**config.mk**
```make
export PLATFORM = sky130hd
export DESIGN_NAME = fwm_command_port
export DESIGN_NICKNAME = d
export VERILOG_FILES = /design/src/logic/fwm_pin_sync.v /design/src/logic/fwm_skid2.v /design/src/logic/fwm_command_port.v
export VERILOG_INCLUDE_DIRS = /design/src /design/src/shared
export SDC_FILE = /design/constraint.sdc
export NUM_CORES = 1
export LEC_CHECK = 0
export ABC_CLOCK_PERIOD_IN_PS = 2900
export BUFFER_PORTS_ARGS = -buffer_cell sky130_fd_sc_hd__buf_2
export CORE_MARGIN = 2
export CORE_UTILIZATION = 40
export DETAILED_ROUTE_END_ITERATION = 6
export HOLD_SLACK_MARGIN = 0.1
export SLEW_MARGIN = 5
export SYNTH_ARGS = -nofsm -noshare
export SYNTH_HDL_FRONTEND = slang
export SYNTH_SLANG_ARGS = --single-unit
export TNS_END_PERCENT = 5
```
**constraint.sdc**
```tcl
create_clock -name i_clock -period 2.9 [get_ports i_clock]
set_clock_uncertainty 0.15 [all_clocks]
set_input_delay 0.435 -clock i_clock [delete_from_list [all_inputs] [get_ports i_clock]]
set_output_delay 0.435 -clock i_clock [all_outputs]
set_load 0.01 [all_outputs]
```
**src/shared/fwm_regs.vh**
```
/*
 * Constants of the writer-mode command port: command codes, page size,
 * status bit positions and write-cycle spacing.
 * Assumes inclusion by the command port, its bound checker and the bench.
 */
`ifndef FWM_REGS_VH
`define FWM_REGS_VH

// ==========================================================
// Command codes
`define FWM_CMD_READ        8'h00
`define FWM_CMD_PROGRAM     8'h40
`define FWM_CMD_ERASE       8'h20
`define FWM_CMD_STATUS      8'h71

// ==========================================================
// Sizes
`define FWM_DATA_W          8
`define FWM_ADDR_W          17
`define FWM_PAGE_BYTES      128
`define FWM_PAGE_LAST       7'h7F
`define FWM_PAGE_LOW_A      8'h00
`define FWM_PAGE_LOW_B      8'h80

// ==========================================================
// Polling byte bit positions
`define FWM_POLL_END_BIT    7
`define FWM_POLL_OK_BIT     6

// ==========================================================
// Return code bit positions
`define FWM_RC_NORMAL_BIT   7
`define FWM_RC_CMD_BIT      6
`define FWM_RC_PROG_BIT     5
`define FWM_RC_ERASE_BIT    4
`define FWM_RC_COUNT_BIT    1
`define FWM_RC_ADDR_BIT     0

// ==========================================================
// Command write spacing kept by the programmer
`define FWM_NXTC_US         20
`define FWM_CLK_MHZ         50
`define FWM_NXTC_CYCLES     (`FWM_NXTC_US * `FWM_CLK_MHZ)

`endif

```
**src/logic/fwm_pin_sync.v**
```verilog
/*
 * Three-stage pin synchroniser for a group of pin inputs.
 * Assumes the pins are asynchronous to i_clock; a bit changes at the
 * output only when the second and third stages agree.
 */
`timescale 1ns/10ps
`default_nettype none

module fwm_pin_sync
#(
    parameter WIDTH = 1,
    parameter [WIDTH-1:0] INIT = {WIDTH{1'b0}}
)
(
    input  wire             i_clock,
    input  wire             i_reset_n,
    input  wire [WIDTH-1:0] i_pins,
    output reg  [WIDTH-1:0] o_stable
);

    reg [WIDTH-1:0] stage1;
    reg [WIDTH-1:0] stage2;
    reg [WIDTH-1:0] stage3;
    genvar          g;

    // ======================================================
    // Capture chain; stage1 feeds stage2 only
    always @(posedge i_clock)
    begin
        if (!i_reset_n)
        begin
            stage1 <= INIT;
            stage2 <= INIT;
            stage3 <= INIT;
        end
        else
        begin
            stage1 <= i_pins;
            stage2 <= stage1;
            stage3 <= stage2;
        end
    end

    // ======================================================
    // Per-bit agreement filter
    generate
        for (g = 0; g < WIDTH; g = g + 1)
        begin : g_bit
            always @(posedge i_clock)
            begin
                if (!i_reset_n)
                    o_stable[g] <= INIT[g];
                else if (stage2[g] == stage3[g])
                    o_stable[g] <= stage3[g];
            end
        end
    endgenerate

endmodule

`default_nettype wire

```
**src/logic/fwm_skid2.v**
```verilog
/*
 * Two-entry buffer with valid and ready on both sides.
 * Assumes producer and consumer on i_clock; full and empty are exact.
 */
`timescale 1ns/10ps
`default_nettype none

module fwm_skid2
#(
    parameter WIDTH = 8
)
(
    input  wire             i_clock,
    input  wire             i_reset_n,
    input  wire             i_in_valid,
    output wire             o_in_ready,
    input  wire [WIDTH-1:0] i_in_data,
    output wire             o_out_valid,
    input  wire             i_out_ready,
    output reg  [WIDTH-1:0] o_out_data
);

    reg [WIDTH-1:0] spare;
    reg [1:0]       count;
    wire            push;
    wire            pop;

    assign o_in_ready  = (count != 2'd2);
    assign o_out_valid = (count != 2'd0);
    assign push        = i_in_valid & o_in_ready;
    assign pop         = o_out_valid & i_out_ready;

    // ======================================================
    // Head register drives the output; spare holds the second word
    always @(posedge i_clock)
    begin
        if (!i_reset_n)
        begin
            count      <= 2'd0;
            spare      <= {WIDTH{1'b0}};
            o_out_data <= {WIDTH{1'b0}};
        end
        else
        begin
            if (pop)
            begin
                if (count == 2'd2)
                    o_out_data <= spare;
                else if (push)
                    o_out_data <= i_in_data;
            end
            else if (push && count == 2'd0)
                o_out_data <= i_in_data;
            if (push && ((count == 2'd1 && !pop) || (count == 2'd2 && pop)))
                spare <= i_in_data;
            count <= count + {1'b0, push} - {1'b0, pop};
        end
    end

endmodule

`default_nettype wire

```
**src/logic/fwm_command_port.v**
```verilog
/*
 * Writer-mode command port: decodes the programmer's strobes, runs the
 * read, program, erase and status modes and drives the data pins.
 * Assumes a flash array engine on i_clock that answers reads combinationally
 * within a cycle, takes program bytes by valid/ready and pulses
 * i_op_done at the end of each program or erase.
 */
`timescale 1ns/10ps
`default_nettype none
`include "fwm_regs.vh"

module fwm_command_port
(
    input  wire                     i_clock,
    input  wire                     i_reset_n,
    input  wire                     i_chip_sel_n,
    input  wire                     i_out_en_n,
    input  wire                     i_write_n,
    input  wire                     i_flash_write_permit_pin,
    input  wire [`FWM_ADDR_W-1:0]   i_flash_address_in,
    input  wire [`FWM_DATA_W-1:0]   i_flash_data_io,
    output reg  [`FWM_DATA_W-1:0]   o_flash_data_io,
    output wire                     o_flash_data_oe,
    output reg  [`FWM_ADDR_W-1:0]   o_read_address,
    input  wire [`FWM_DATA_W-1:0]   i_array_data,
    output wire                     o_prog_valid,
    input  wire                     i_prog_ready,
    output wire [`FWM_ADDR_W-1:0]   o_program_address,
    output wire [`FWM_DATA_W-1:0]   o_prog_data,
    output reg                      o_prog_start,
    output reg                      o_erase_start,
    input  wire                     i_op_done,
    input  wire                     i_prog_fail,
    input  wire                     i_erase_fail,
    input  wire                     i_count_over,
    output wire                     o_busy
);

    // ======================================================
    // States
    localparam [6:0] ST_READ    = 7'h01;
    localparam [6:0] ST_WAIT    = 7'h02;
    localparam [6:0] ST_ERA_ARM = 7'h04;
    localparam [6:0] ST_STS_ARM = 7'h08;
    localparam [6:0] ST_LOAD    = 7'h10;
    localparam [6:0] ST_PROG    = 7'h20;
    localparam [6:0] ST_ERASE   = 7'h40;
    localparam       PIN_W      = 4 + `FWM_ADDR_W + `FWM_DATA_W;
    localparam       BUF_W      = `FWM_ADDR_W + `FWM_DATA_W;

    // Low byte of a page start address is one of two values
    function page_low_ok;
        input [7:0] low;
        begin
            page_low_ok = (low == `FWM_PAGE_LOW_A) || (low == `FWM_PAGE_LOW_B);
        end
    endfunction

    // ======================================================
    // Pin synchronisation; strobes reset to their idle high level
    wire [PIN_W-1:0]        pins_stable;
    wire                    cs_n;
    wire                    oe_n;
    wire                    we_n;
    wire                    permit;
    wire [`FWM_ADDR_W-1:0]  pin_addr;
    wire [`FWM_DATA_W-1:0]  pin_data;

    fwm_pin_sync
    #(
        .WIDTH (PIN_W),
        .INIT  ({3'b111, {(PIN_W-3){1'b0}}})
    )
    u_sync
    (
        .i_clock   (i_clock),
        .i_reset_n (i_reset_n),
        .i_pins    ({i_chip_sel_n, i_out_en_n, i_write_n,
                     i_flash_write_permit_pin, i_flash_address_in,
                     i_flash_data_io}),
        .o_stable  (pins_stable)
    );

    assign {cs_n, oe_n, we_n, permit, pin_addr, pin_data} = pins_stable;

    // ======================================================
    // Write strobe edge; only a selected, output-disabled cycle counts
    reg  we_prev;
    reg  cycle_sel;
    wire wr_event;

    always @(posedge i_clock)
    begin
        if (!i_reset_n)
        begin
            we_prev   <= 1'b1;
            cycle_sel <= 1'b0;
        end
        else
        begin
            we_prev   <= we_n;
            cycle_sel <= !cs_n && oe_n && !we_n;
        end
    end

    assign wr_event = we_n && !we_prev && cycle_sel;

    // Bus driven only in a selected read cycle
    assign o_flash_data_oe = !cs_n && !oe_n && we_n;

    // ======================================================
    // Pending write holds a taken cycle until it can be used
    reg                     pend;
    reg [`FWM_DATA_W-1:0]   pend_data;
    reg [`FWM_ADDR_W-1:0]   pend_addr;
    reg                     pend_permit;
    wire                    consume;

    always @(posedge i_clock)
    begin
        if (!i_reset_n)
        begin
            pend        <= 1'b0;
            pend_data   <= 8'h00;
            pend_addr   <= 17'h00000;
            pend_permit <= 1'b0;
        end
        else
        begin
            // A new write wins over the clear of the old one
            if (wr_event)
            begin
                pend        <= 1'b1;
                pend_data   <= pin_data;
                pend_addr   <= pin_addr;
                pend_permit <= permit;
            end
            else if (consume)
                pend <= 1'b0;
        end
    end

    // ======================================================
    // Program byte buffer; a stall by the array engine holds the write
    wire buf_in_ready;
    wire push;

    fwm_skid2
    #(
        .WIDTH (BUF_W)
    )
    u_buf
    (
        .i_clock     (i_clock),
        .i_reset_n   (i_reset_n),
        .i_in_valid  (push),
        .o_in_ready  (buf_in_ready),
        .i_in_data   ({pend_addr, pend_data}),
        .o_out_valid (o_prog_valid),
        .i_out_ready (i_prog_ready),
        .o_out_data  ({o_program_address, o_prog_data})
    );

    // ======================================================
    // Sequencer state
    reg [6:0]   state;
    reg [6:0]   next_state;
    reg [6:0]   byte_count;
    reg         op_end;
    reg         show_code;
    reg         err_cmd;
    reg         err_prog;
    reg         err_erase;
    reg         err_count;
    reg         err_addr;
    reg         prog_issued;
    wire        in_load;
    wire        any_err;

    assign in_load = (state == ST_LOAD);
    assign push    = pend && in_load && buf_in_ready;
    // In load mode a byte leaves only when the buffer takes it
    assign consume = pend && (!in_load || buf_in_ready);
    assign any_err = err_cmd | err_prog | err_erase | err_count | err_addr;
    assign o_busy  = (state == ST_PROG) || (state == ST_ERASE);

    // ======================================================
    // Next-state decode of commands and engine events
    always @*
    begin
        next_state = state;
        case (state)
            ST_READ, ST_WAIT:
            begin
                // Read mode decodes exactly like the wait state
                if (pend)
                begin
                    if (pend_data == `FWM_CMD_READ)
                        next_state = ST_READ;
                    else if (pend_data == `FWM_CMD_PROGRAM && pend_permit)
                        next_state = ST_LOAD;
                    else if (pend_data == `FWM_CMD_ERASE && pend_permit)
                        next_state = ST_ERA_ARM;
                    else if (pend_data == `FWM_CMD_STATUS)
                        next_state = ST_STS_ARM;
                    else
                        next_state = ST_WAIT;
                end
            end
            ST_ERA_ARM:
            begin
                if (pend)
                begin
                    if (pend_data == `FWM_CMD_ERASE && pend_permit)
                        next_state = ST_ERASE;
                    else
                        next_state = ST_WAIT;
                end
            end
            ST_STS_ARM:
            begin
                if (pend)
                    next_state = ST_WAIT;
            end
            ST_LOAD:
            begin
                if (push && byte_count == `FWM_PAGE_LAST)
                    next_state = ST_PROG;
            end
            ST_PROG, ST_ERASE:
            begin
                if (i_op_done && (state == ST_ERASE || prog_issued))
                    next_state = ST_WAIT;
            end
            default:
                next_state = ST_READ;
        endcase
    end

    // ======================================================
    // State, counters and status flags
    // Writes during a running operation are dropped: the engine owns the array
    always @(posedge i_clock)
    begin
        if (!i_reset_n)
        begin
            state         <= ST_READ;
            byte_count    <= 7'h00;
            op_end        <= 1'b0;
            show_code     <= 1'b0;
            err_cmd       <= 1'b0;
            err_prog      <= 1'b0;
            err_erase     <= 1'b0;
            err_count     <= 1'b0;
            err_addr      <= 1'b0;
            prog_issued   <= 1'b0;
            o_prog_start  <= 1'b0;
            o_erase_start <= 1'b0;
        end
        else
        begin
            state         <= next_state;
            o_prog_start  <= 1'b0;
            o_erase_start <= 1'b0;
            // Any command write ends the polling display
            if (pend && (state == ST_READ || state == ST_WAIT))
            begin
                op_end    <= 1'b0;
                show_code <= 1'b0;
                if (pend_data != `FWM_CMD_STATUS)
                begin
                    err_cmd   <= 1'b0;
                    err_prog  <= 1'b0;
                    err_erase <= 1'b0;
                    err_count <= 1'b0;
                    err_addr  <= 1'b0;
                end
                if (next_state == ST_WAIT)
                    err_cmd <= 1'b1;
                byte_count  <= 7'h00;
                prog_issued <= 1'b0;
            end
            if (pend && state == ST_ERA_ARM)
            begin
                if (next_state == ST_ERASE)
                    o_erase_start <= 1'b1;
                else
                    err_cmd <= 1'b1;
            end
            if (pend && state == ST_STS_ARM)
            begin
                if (pend_data == `FWM_CMD_STATUS)
                    show_code <= 1'b1;
                else
                    err_cmd <= 1'b1;
            end
            if (push)
            begin
                byte_count <= byte_count + 7'h01;
                // Page start checked on the first data write only
                if (byte_count == 7'h00 && !page_low_ok(pend_addr[7:0]))
                    err_addr <= 1'b1;
            end
            // Programming starts once every byte has reached the engine
            if (state == ST_PROG && !prog_issued && !o_prog_valid)
            begin
                o_prog_start <= 1'b1;
                prog_issued  <= 1'b1;
            end
            if (o_busy && next_state == ST_WAIT)
            begin
                op_end    <= 1'b1;
                err_prog  <= err_prog | i_prog_fail;
                err_erase <= err_erase | i_erase_fail;
                err_count <= err_count | i_count_over;
            end
        end
    end

    // ======================================================
    // Read address follows the pins while in read mode
    always @(posedge i_clock)
    begin
        if (!i_reset_n)
            o_read_address <= 17'h00000;
        else if (state == ST_READ)
            o_read_address <= pin_addr;
    end

    // ======================================================
    // Output byte: array data, return code or polling byte
    always @(posedge i_clock)
    begin
        if (!i_reset_n)
            o_flash_data_io <= 8'h00;
        else if (state == ST_READ)
            o_flash_data_io <= i_array_data;
        else if (show_code)
        begin
            o_flash_data_io <= 8'h00;
            o_flash_data_io[`FWM_RC_NORMAL_BIT] <= !any_err;
            o_flash_data_io[`FWM_RC_CMD_BIT]    <= err_cmd;
            o_flash_data_io[`FWM_RC_PROG_BIT]   <= err_prog;
            o_flash_data_io[`FWM_RC_ERASE_BIT]  <= err_erase;
            o_flash_data_io[`FWM_RC_COUNT_BIT]  <= err_count;
            o_flash_data_io[`FWM_RC_ADDR_BIT]   <= err_addr;
        end
        else
        begin
            o_flash_data_io <= 8'h00;
            o_flash_data_io[`FWM_POLL_END_BIT] <= op_end;
            o_flash_data_io[`FWM_POLL_OK_BIT]  <= op_end && !any_err;
        end
    end

endmodule

`default_nettype wire

```
==> run summary, run 1 <==
Clock-pin slew was measured on the worst setup and hold paths at 0.06 ns. In the synthesized netlist the dominant register cell turns out to be dfxtp_1. Setup repair after global routing left no endpoint under its margin. The number of inserted diodes was 0; the via count of the first global-routing pass was 6029. At the end of routability-driven placement, the weighted congestion stood at 0.788.

The pin slew with the least headroom to its limit was 1.01 ns; the count of unresolved DRC violations after routing was 0. In this run the cell area of the synthesized design comes to 8630 sq um. After routing the design area is 10600 sq um.

After Yosys synthesis, full adders, half adders and majority gates account for 0.580% of the synthesized area. The tools report the number of distinct library cells after synthesis as 53. The tools report the buffer type at the clock tree root as clkbuf_16. The first global-routing pass estimated 29900 um of wire. The iteration-0 DRC count of the detailed router is 331, and the yosys synthesis warning count is 0.

For the maximum VDD drop, the log shows 0.000492 V. The placed instance count was 1263; the insertion delay to the later sink of the worst-skew pair was 0.53 ns. By area the synthesized netlist is led by dfxtp_1, nand2_1, and2_1. The tools report the sink count of the clock tree as 246.

The tools report the critical path endpoint category as a primary output. The total of endpoints with negative setup slack in the final report is 0, and the part of the cycle the worst path needs is 86.7%. After Yosys synthesis, and, or, nand and nor cells account for 22.9% of the synthesized area. The number of enable flip-flop cells after synthesis was 0; the width of the die was 151 um. STA puts the critical path data required time at 2.32 ns. In the synthesized netlist the async set-or-reset flop fraction comes to 0%.

The tools report the worst hold slack as 0.183 ns. TritonCTS built the clock tree. The area growth from synthesis to layout is 22.3%. In this run the worst path has a maximum fanout of 12.

Across every metal layer, demand over resource in global routing totals 16.0%. The leakage power was 4.22 nW; the number of storage elements in the synthesis netlist was 246. In this run the mean area of a mapped cell was 9.20 sq um.

The detailed-routing iteration count for the pre-antenna-repair pass is 5, and the top-area cell type share of the netlist area is 57.0%. Summed over all nets, the half-perimeter wirelength after detailed placement is 11200 um. The count of pins over their slew limit is 0, and the number of max-cap violations is 0. The logs give 21100 sq um for the area of the core and 0 for the total setup buffers inserted after CTS.

The run gives 0.60 ns as the minimum setup slack among reg-to-reg paths. The cell type contributing the most total cell area after synthesis was dfxtp_1. Number of antenna violations at the first check in global routing: 0.

After detailed placement, the total cell area comes to 9340 sq um. After floorplanning, the core was divided into 53 placement rows. Synthesis produced 939 cells. The die covers 22800 sq um. The tools report the number of non-filler instances in the completed layout as 1349.

The routed layout has 6548 vias. Number of buffer cells added on primary ports: 98. The flow ran to the end, and the final reports show no timing, DRC or antenna violations.

The count of H-tree levels built during CTS was 1; the final period demand of the worst path was 2.51 ns. The total power density per cell area was 671 nW/um^2. Wires add up to 18100 um. The residual overflow from global routing was 0; the starting density of the core was 40.9%. The run gives 32.9% as the worst relative slew slack. Measured along the y axis, the die boundary spans 151 um. After synthesis, the largest family of logic cells by area is simple AND/OR/NAND/NOR gates. Data on the critical path arrives at its endpoint at 1.93 ns. The fraction of layout instances using a drive strength above 1 is 15.0%, and the multiplexer share of the synthesized area is 2.90%. The mean number of vias per cell was 4.85; the layout net count was 1103. For the total power after layout, the log shows 7.08 mW. For the count of final hold-check violations, the log shows 0. The post-CTS resize count was 0; the final setup TNS was 0 ns. The longest clock path from root to sink contains 3 buffers. STA classifies the critical path startpoint as a flop. For this design the top-level I/O count stands at 99. The critical path class is flop to primary output.

After detailed routing, the average wire length per cell comes to 13.4 um. Of the synthesized area, sequential elements account for 57.0%. The path class of the tightest hold or removal check is primary input to flop. Counting the buffers created by CTS gives 25. The number of nets produced by synthesis is 987. The logs give 0.398 GHz for the highest clock rate and 0 for the count of nets left with antenna violations after detail routing.

The xor and xnor fraction of the mapped netlist area works out to 0.507%. Entering global routing, the biggest net connects 96 pins. The synthesized netlist devotes 12.8% of its cell area to compound gates.
[Yosys cell counts (3+ instances only)]
library cell	instances
a211oi_1	4
a21oi_1	93
a22oi_1	3
a311oi_1	25
a41oi_1	3
and2_1	83
and3_1	6
buf_2	5
clkbuf_1	54
dfxtp_1	246
ha_1	4
inv_1	7
mux2i_1	25
nand2_1	149
nand2b_1	13
nand3_1	35
nand3b_1	3
nand4_1	4
nor2_1	73
nor2b_1	5
nor3_1	9
nor3b_1	4
nor4_1	3
o211a_1	3
o211ai_1	4
o21ai_0	38
or4_1	4
xor2_1	3
[metal layers]
| metal | up-vias | GRT usage, % | wire (um) |
|---|---|---|---|
| li1 | 3421 | - | - |
| met1 | 2978 | 23.0 | 9130 |
| met2 | 122 | 24.7 | 7800 |
| met3 | 27 | 2.80 | 834 |
| met4 | 0 | 4.63 | 332 |
| met5 | - | 0 | 0 |
[registers in the layout, summed over array words and instances (netlist names), 2 cells and up]
signal,flops
pend_data,8
u_buf.spare,25
o_read_address,17
u_sync.stage1,29
byte_count,7
u_sync.o_stable,29
u_sync.stage3,29
u_sync.stage2,29
state,7
pend_addr,17
u_buf.count,2
u_buf.o_out_data,25
o_flash_data_io,8
[power by group]
part | internal (mW) | switching, mW | leakage [nW]
logic | 0.181 | 0.237 | 1.82
clock network | 1.84 | 1.30 | 0.405
registers | 3.47 | 0.0464 | 2.00
[worst max-delay path: stages, from the launching register on]
cell	delay, ns
dfxtp_1	0.44
nor4_4	0.37
nand2b_1	0.20
nor2_1	0.22
buf_2	0.17
[kinds of logic after synthesis]
| group | count (synthesis) |
|---|---|
| buf+inv | 70 |
| flops | 246 |
| fa+ha+maj | 4 |
| simple gates | 404 |
| compound gates | 185 |
| mux | 25 |
| xor+xnor | 5 |
[worst paths after layout]
path | from | endpoint | cells after the start
worst max-delay path | state[1] | o_busy | 4
worst min register to register | u_sync.stage1[27] | u_sync.stage2[27] | 1
worst min-delay path | i_reset_n | u_buf.count[0] | 2
worst max register to register | state[1] | u_buf.spare[9] | 6
[cells in the final DEF, fill, tap and decap left out, drive strengths merged, types with 5 or more instances in the layout]
cell and instances:
nor3b 5, and3 6, mux2i 25, nand2b 13, nor2b 5, dlygate4sd3 40
clkinv 6, o21ai 39, a21oi 93, nor3 10, a311oi 25, nor2 73
clkbuf 36, inv 9, nand2 149, buf 111, nand3 35, and2 83
dfxtp 246
[timing repair]
action,CTS,global route
endpoints found under the hold margin,40,0
hold buffers,40,0
endpoints found under the setup margin,0,0
[per-stage QoR]
stage	utilization, %	setup slack, ns
3_5_place_dp	44.3	0.605
6_report	50.1	0.386
3_3_place_gp	44.3	0.648
2_1_floorplan	-	0.732
5_1_grt	50.1	0.277
4_1_cts	50.1	0.378
[cell type report]
cell class,count,area (sq um)
Fill cell,2068,10500
Sequential cell,246,4920
Multi-Input combinational cell,623,3430
Timing Repair Buffer,151,1000
Clock buffer,36,727
Tap cell,275,344
Clock inverter,10,95.1
Inverter,8,32.5
Note: power is estimated with default switching activity, not from simulation.
==> inputs of run 2 (changes only) <==
Settings changed: CORE_ASPECT_RATIO set to 1.25.
==> run summary, run 2 (same netlist as run 1, synthesis figures left out) <==
The run finished with clean final reports. The number of non-filler instances in the completed layout is 1351 (+0.15%), and the detailed-route wire length per cell is 13.3 um (-0.55%). For the sink count of the clock tree, the log shows 246 (unchanged). The part of the cycle the worst path needs works out to 88.5% (+1.8 points).

The source of the worst hold timing path was i_reset_n. The critical path endpoint category was a flop. The detailed-route wire length is 18000 um (-0.40%). The clock tree buffer depth was 3 (unchanged); the total clock buffers created by CTS was 24 (-4.0%).

The run gives 0 (unchanged) as the total of endpoints with negative setup slack in the final report. The run gives 0 ns (unchanged) as the final setup TNS. The total power density per cell area is 679 nW/um^2 (+1.3%), and the count of unresolved DRC violations after routing is 0 (unchanged). The number of buffer cells added on primary ports is 98 (unchanged). The total setup buffers inserted after CTS is 0 (unchanged), and the required time at the endpoint of the critical path is 3.16 ns (+0.84 ns). The maximum number of pins on one net before global-route repair was 144 (+50%); the clock slew seen by the registers of the worst setup and hold paths was 0.06 ns (about the same). Count of pins over their slew limit: 0 (unchanged). The library cell contributing the largest single delay on the critical path was o21ai_4. The tools report the count of H-tree levels built during CTS as 1 (unchanged).

The placed instance count is 1268 (+0.40%). Tracing the worst setup path back leads to its startpoint at state[2]. The count of nets left with antenna violations after detail routing was 0 (unchanged); the met2 layer wire length in the routed design was 8240 um (+5.6%).

Traced cell by cell, the critical path runs through nor4_4 -> nand3_1 -> o21ai_4 -> nor2_1 -> a311oi_1. The fraction of layout instances using a drive strength above 1 was 15.1% (+0.12 points). The insertion delay to the later sink of the worst-skew pair was 0.51 ns (-0.02 ns). The placement-stage cell area came out at 9350 sq um (+0.16%). After detailed routing, no signal wire sits above met4.

Setup repair after global routing left no endpoint under its margin. For the leakage power, the log shows 4.25 nW (+0.58%). Delay of the slowest cell on the worst path: 0.94 ns (+0.50 ns).

Wire length of the first global-routing pass: 29900 um (about the same). The width of the die is 135 um (-10%), and the highest clock rate is 0.390 GHz (-2.0%). TritonCTS built the clock tree. The finished layout cell area was 10600 sq um (+0.43%). Clock tree synthesis selected as its root buffer the cell clkbuf_16. The tools report the detailed-routing iteration count for the pre-antenna-repair pass as 4 (-1). Wire length on met1: 8670 um (-5.0%). Top-level port count: 99 (unchanged). The run gives 326 (-1.5%) as the iteration-0 DRC count of the detailed router. The total global-route track usage is 15.7% (-0.32 points). Half-perimeter wire length after placement: 11100 um (-0.67%).

The run gives 706 um (-15%) as the detailed route wirelength on metal3. The run gives 0 (unchanged) as the number of max-cap violations. The number of cells on the worst reg-to-reg path came out at 5 (-1).

The termination of the worst setup path was u_buf.o_out_data[22]. The fill cell total of the finished layout came out at 2030 (-1.8%). The most frequent standard cell in the layout excluding fill and tap cells is dfxtp_1.

The critical path class is flop to flop. For the maximum VDD drop, the log shows 0.000384 V (-22%). The area growth from synthesis to layout is 22.8%. The beginning of the worst register-to-register path is state[2].

The post-CTS resize count is 0 (unchanged), and the minimum setup slack among reg-to-reg paths is 0.33 ns (-0.27 ns). The maximum fanout along the worst path was 50 (+38). The final RePlAce weighted congestion is 0.786 (-0.24%), and the area of the core is 21400 sq um (+1.5%). The buffer and inverter count on the worst path came out at 0 (-1). Layout net count: 1103 (unchanged). The top cell types in the final layout, fill and taps aside, are dfxtp_1, nand2_1, buf_2, a21oi_1, and2_1. Critical path launch point type: a flop. The final period demand of the worst path came out at 2.57 ns (+0.0514 ns). The via count of the first global-routing pass came out at 6124 (+1.6%).

The logs give 40.4% (-0.59 points) for the starting density of the core and 60 (+13%) for the count of standard-cell rows. Worst endpoint data arrival time: 2.82 ns (+0.89 ns). The pin slew with the least headroom to its limit works out to 1.19 ns (+0.184 ns). The worst relative slew slack is 20.3% (-13 points), and the cell count along the critical path is 5 (+1).

The via count is 6607 (+0.90%). The run gives 0 (unchanged) as the residual overflow from global routing. The die outline height is 168 um (+11%). In this run the critical register-to-register path is captured at u_buf.o_out_data[22]. The count of final hold-check violations was 0 (unchanged). Number of antenna violations at the first check in global routing: 0 (unchanged). The worst hold path belongs to the class primary input to flop.

The kind of cell adding the most delay to the critical path was compound AO/OA/AOI/OAI gates. The number of inserted diodes was 0 (unchanged); the mean number of vias per cell was 4.89 (+0.75%). For the floorplan die area, the log shows 22800 sq um (about the same).
run 2: cell count changes in the layout (fill, tap and decap cells not counted), sizes merged:
cell / change
buf: +1
bufinv: +2
clkbuf: -1
clkinv: -2
clkinvlp: -2
run 2: final cells by class:
cell class,instances,area (sq um),share of cell area [%]
flip-flops and latches,246,4920,46.4
repair buffers,152,1010,9.51
multi-input cells,623,3440,32.4
well taps,279,349,3.29
inverters,8,32.5,0.307
clock inverters,8,130,1.23
clock buffers,35,722,6.81
run 2: worst min path at each step:
stage                        end  cells past startpoint
5_1_grt             o_prog_start                      4
3_5_place_dp   u_sync.stage2[26]                      1
6_report            o_prog_start                      4
2_1_floorplan  u_sync.stage2[26]                      1
4_1_cts             o_prog_start                      4
3_3_place_gp   u_sync.stage2[27]                      1
run 2: layer usage:
metal	track usage [%]	vias to the layer above
li1	-	3419
met1	21.4	3066
met2	25.2	89
met3	2.92	33
met4	4.76	0
met5	0	-
run 2: worst min-delay path, cell delays in order:
cell	delay, ns
buf_2	0.12
inv_4	0.06
or4b_2	0.11
nor3_1	0.05
run 2: power breakdown:
| group | switching, mW | internal, mW |
|---|---|---|
| Sequential | 0.0460 | 3.47 |
| Clock | 1.27 | 2.00 |
| Combinational | 0.238 | 0.180 |
| Total | 1.55 | 5.65 |
run 2: timing repair:
item,CTS,global route
endpoints found under the hold margin,40,0
setup endpoints to repair,0,1
hold buffers,40,0
run 2: through the flow:
stage	hold slack (ns)	setup slack [ns]	total power, mW	utilization (%)
4_1_cts	0.151	0.271	7.30	49.6
5_1_grt	0.160	0.0196	7.49	49.6
3_5_place_dp	0.247	0.285	3.98	43.7
6_report	0.168	0.335	7.20	49.6
2_1_floorplan	0.236	0.732	3.83	-
3_3_place_gp	0.239	0.387	3.97	43.7
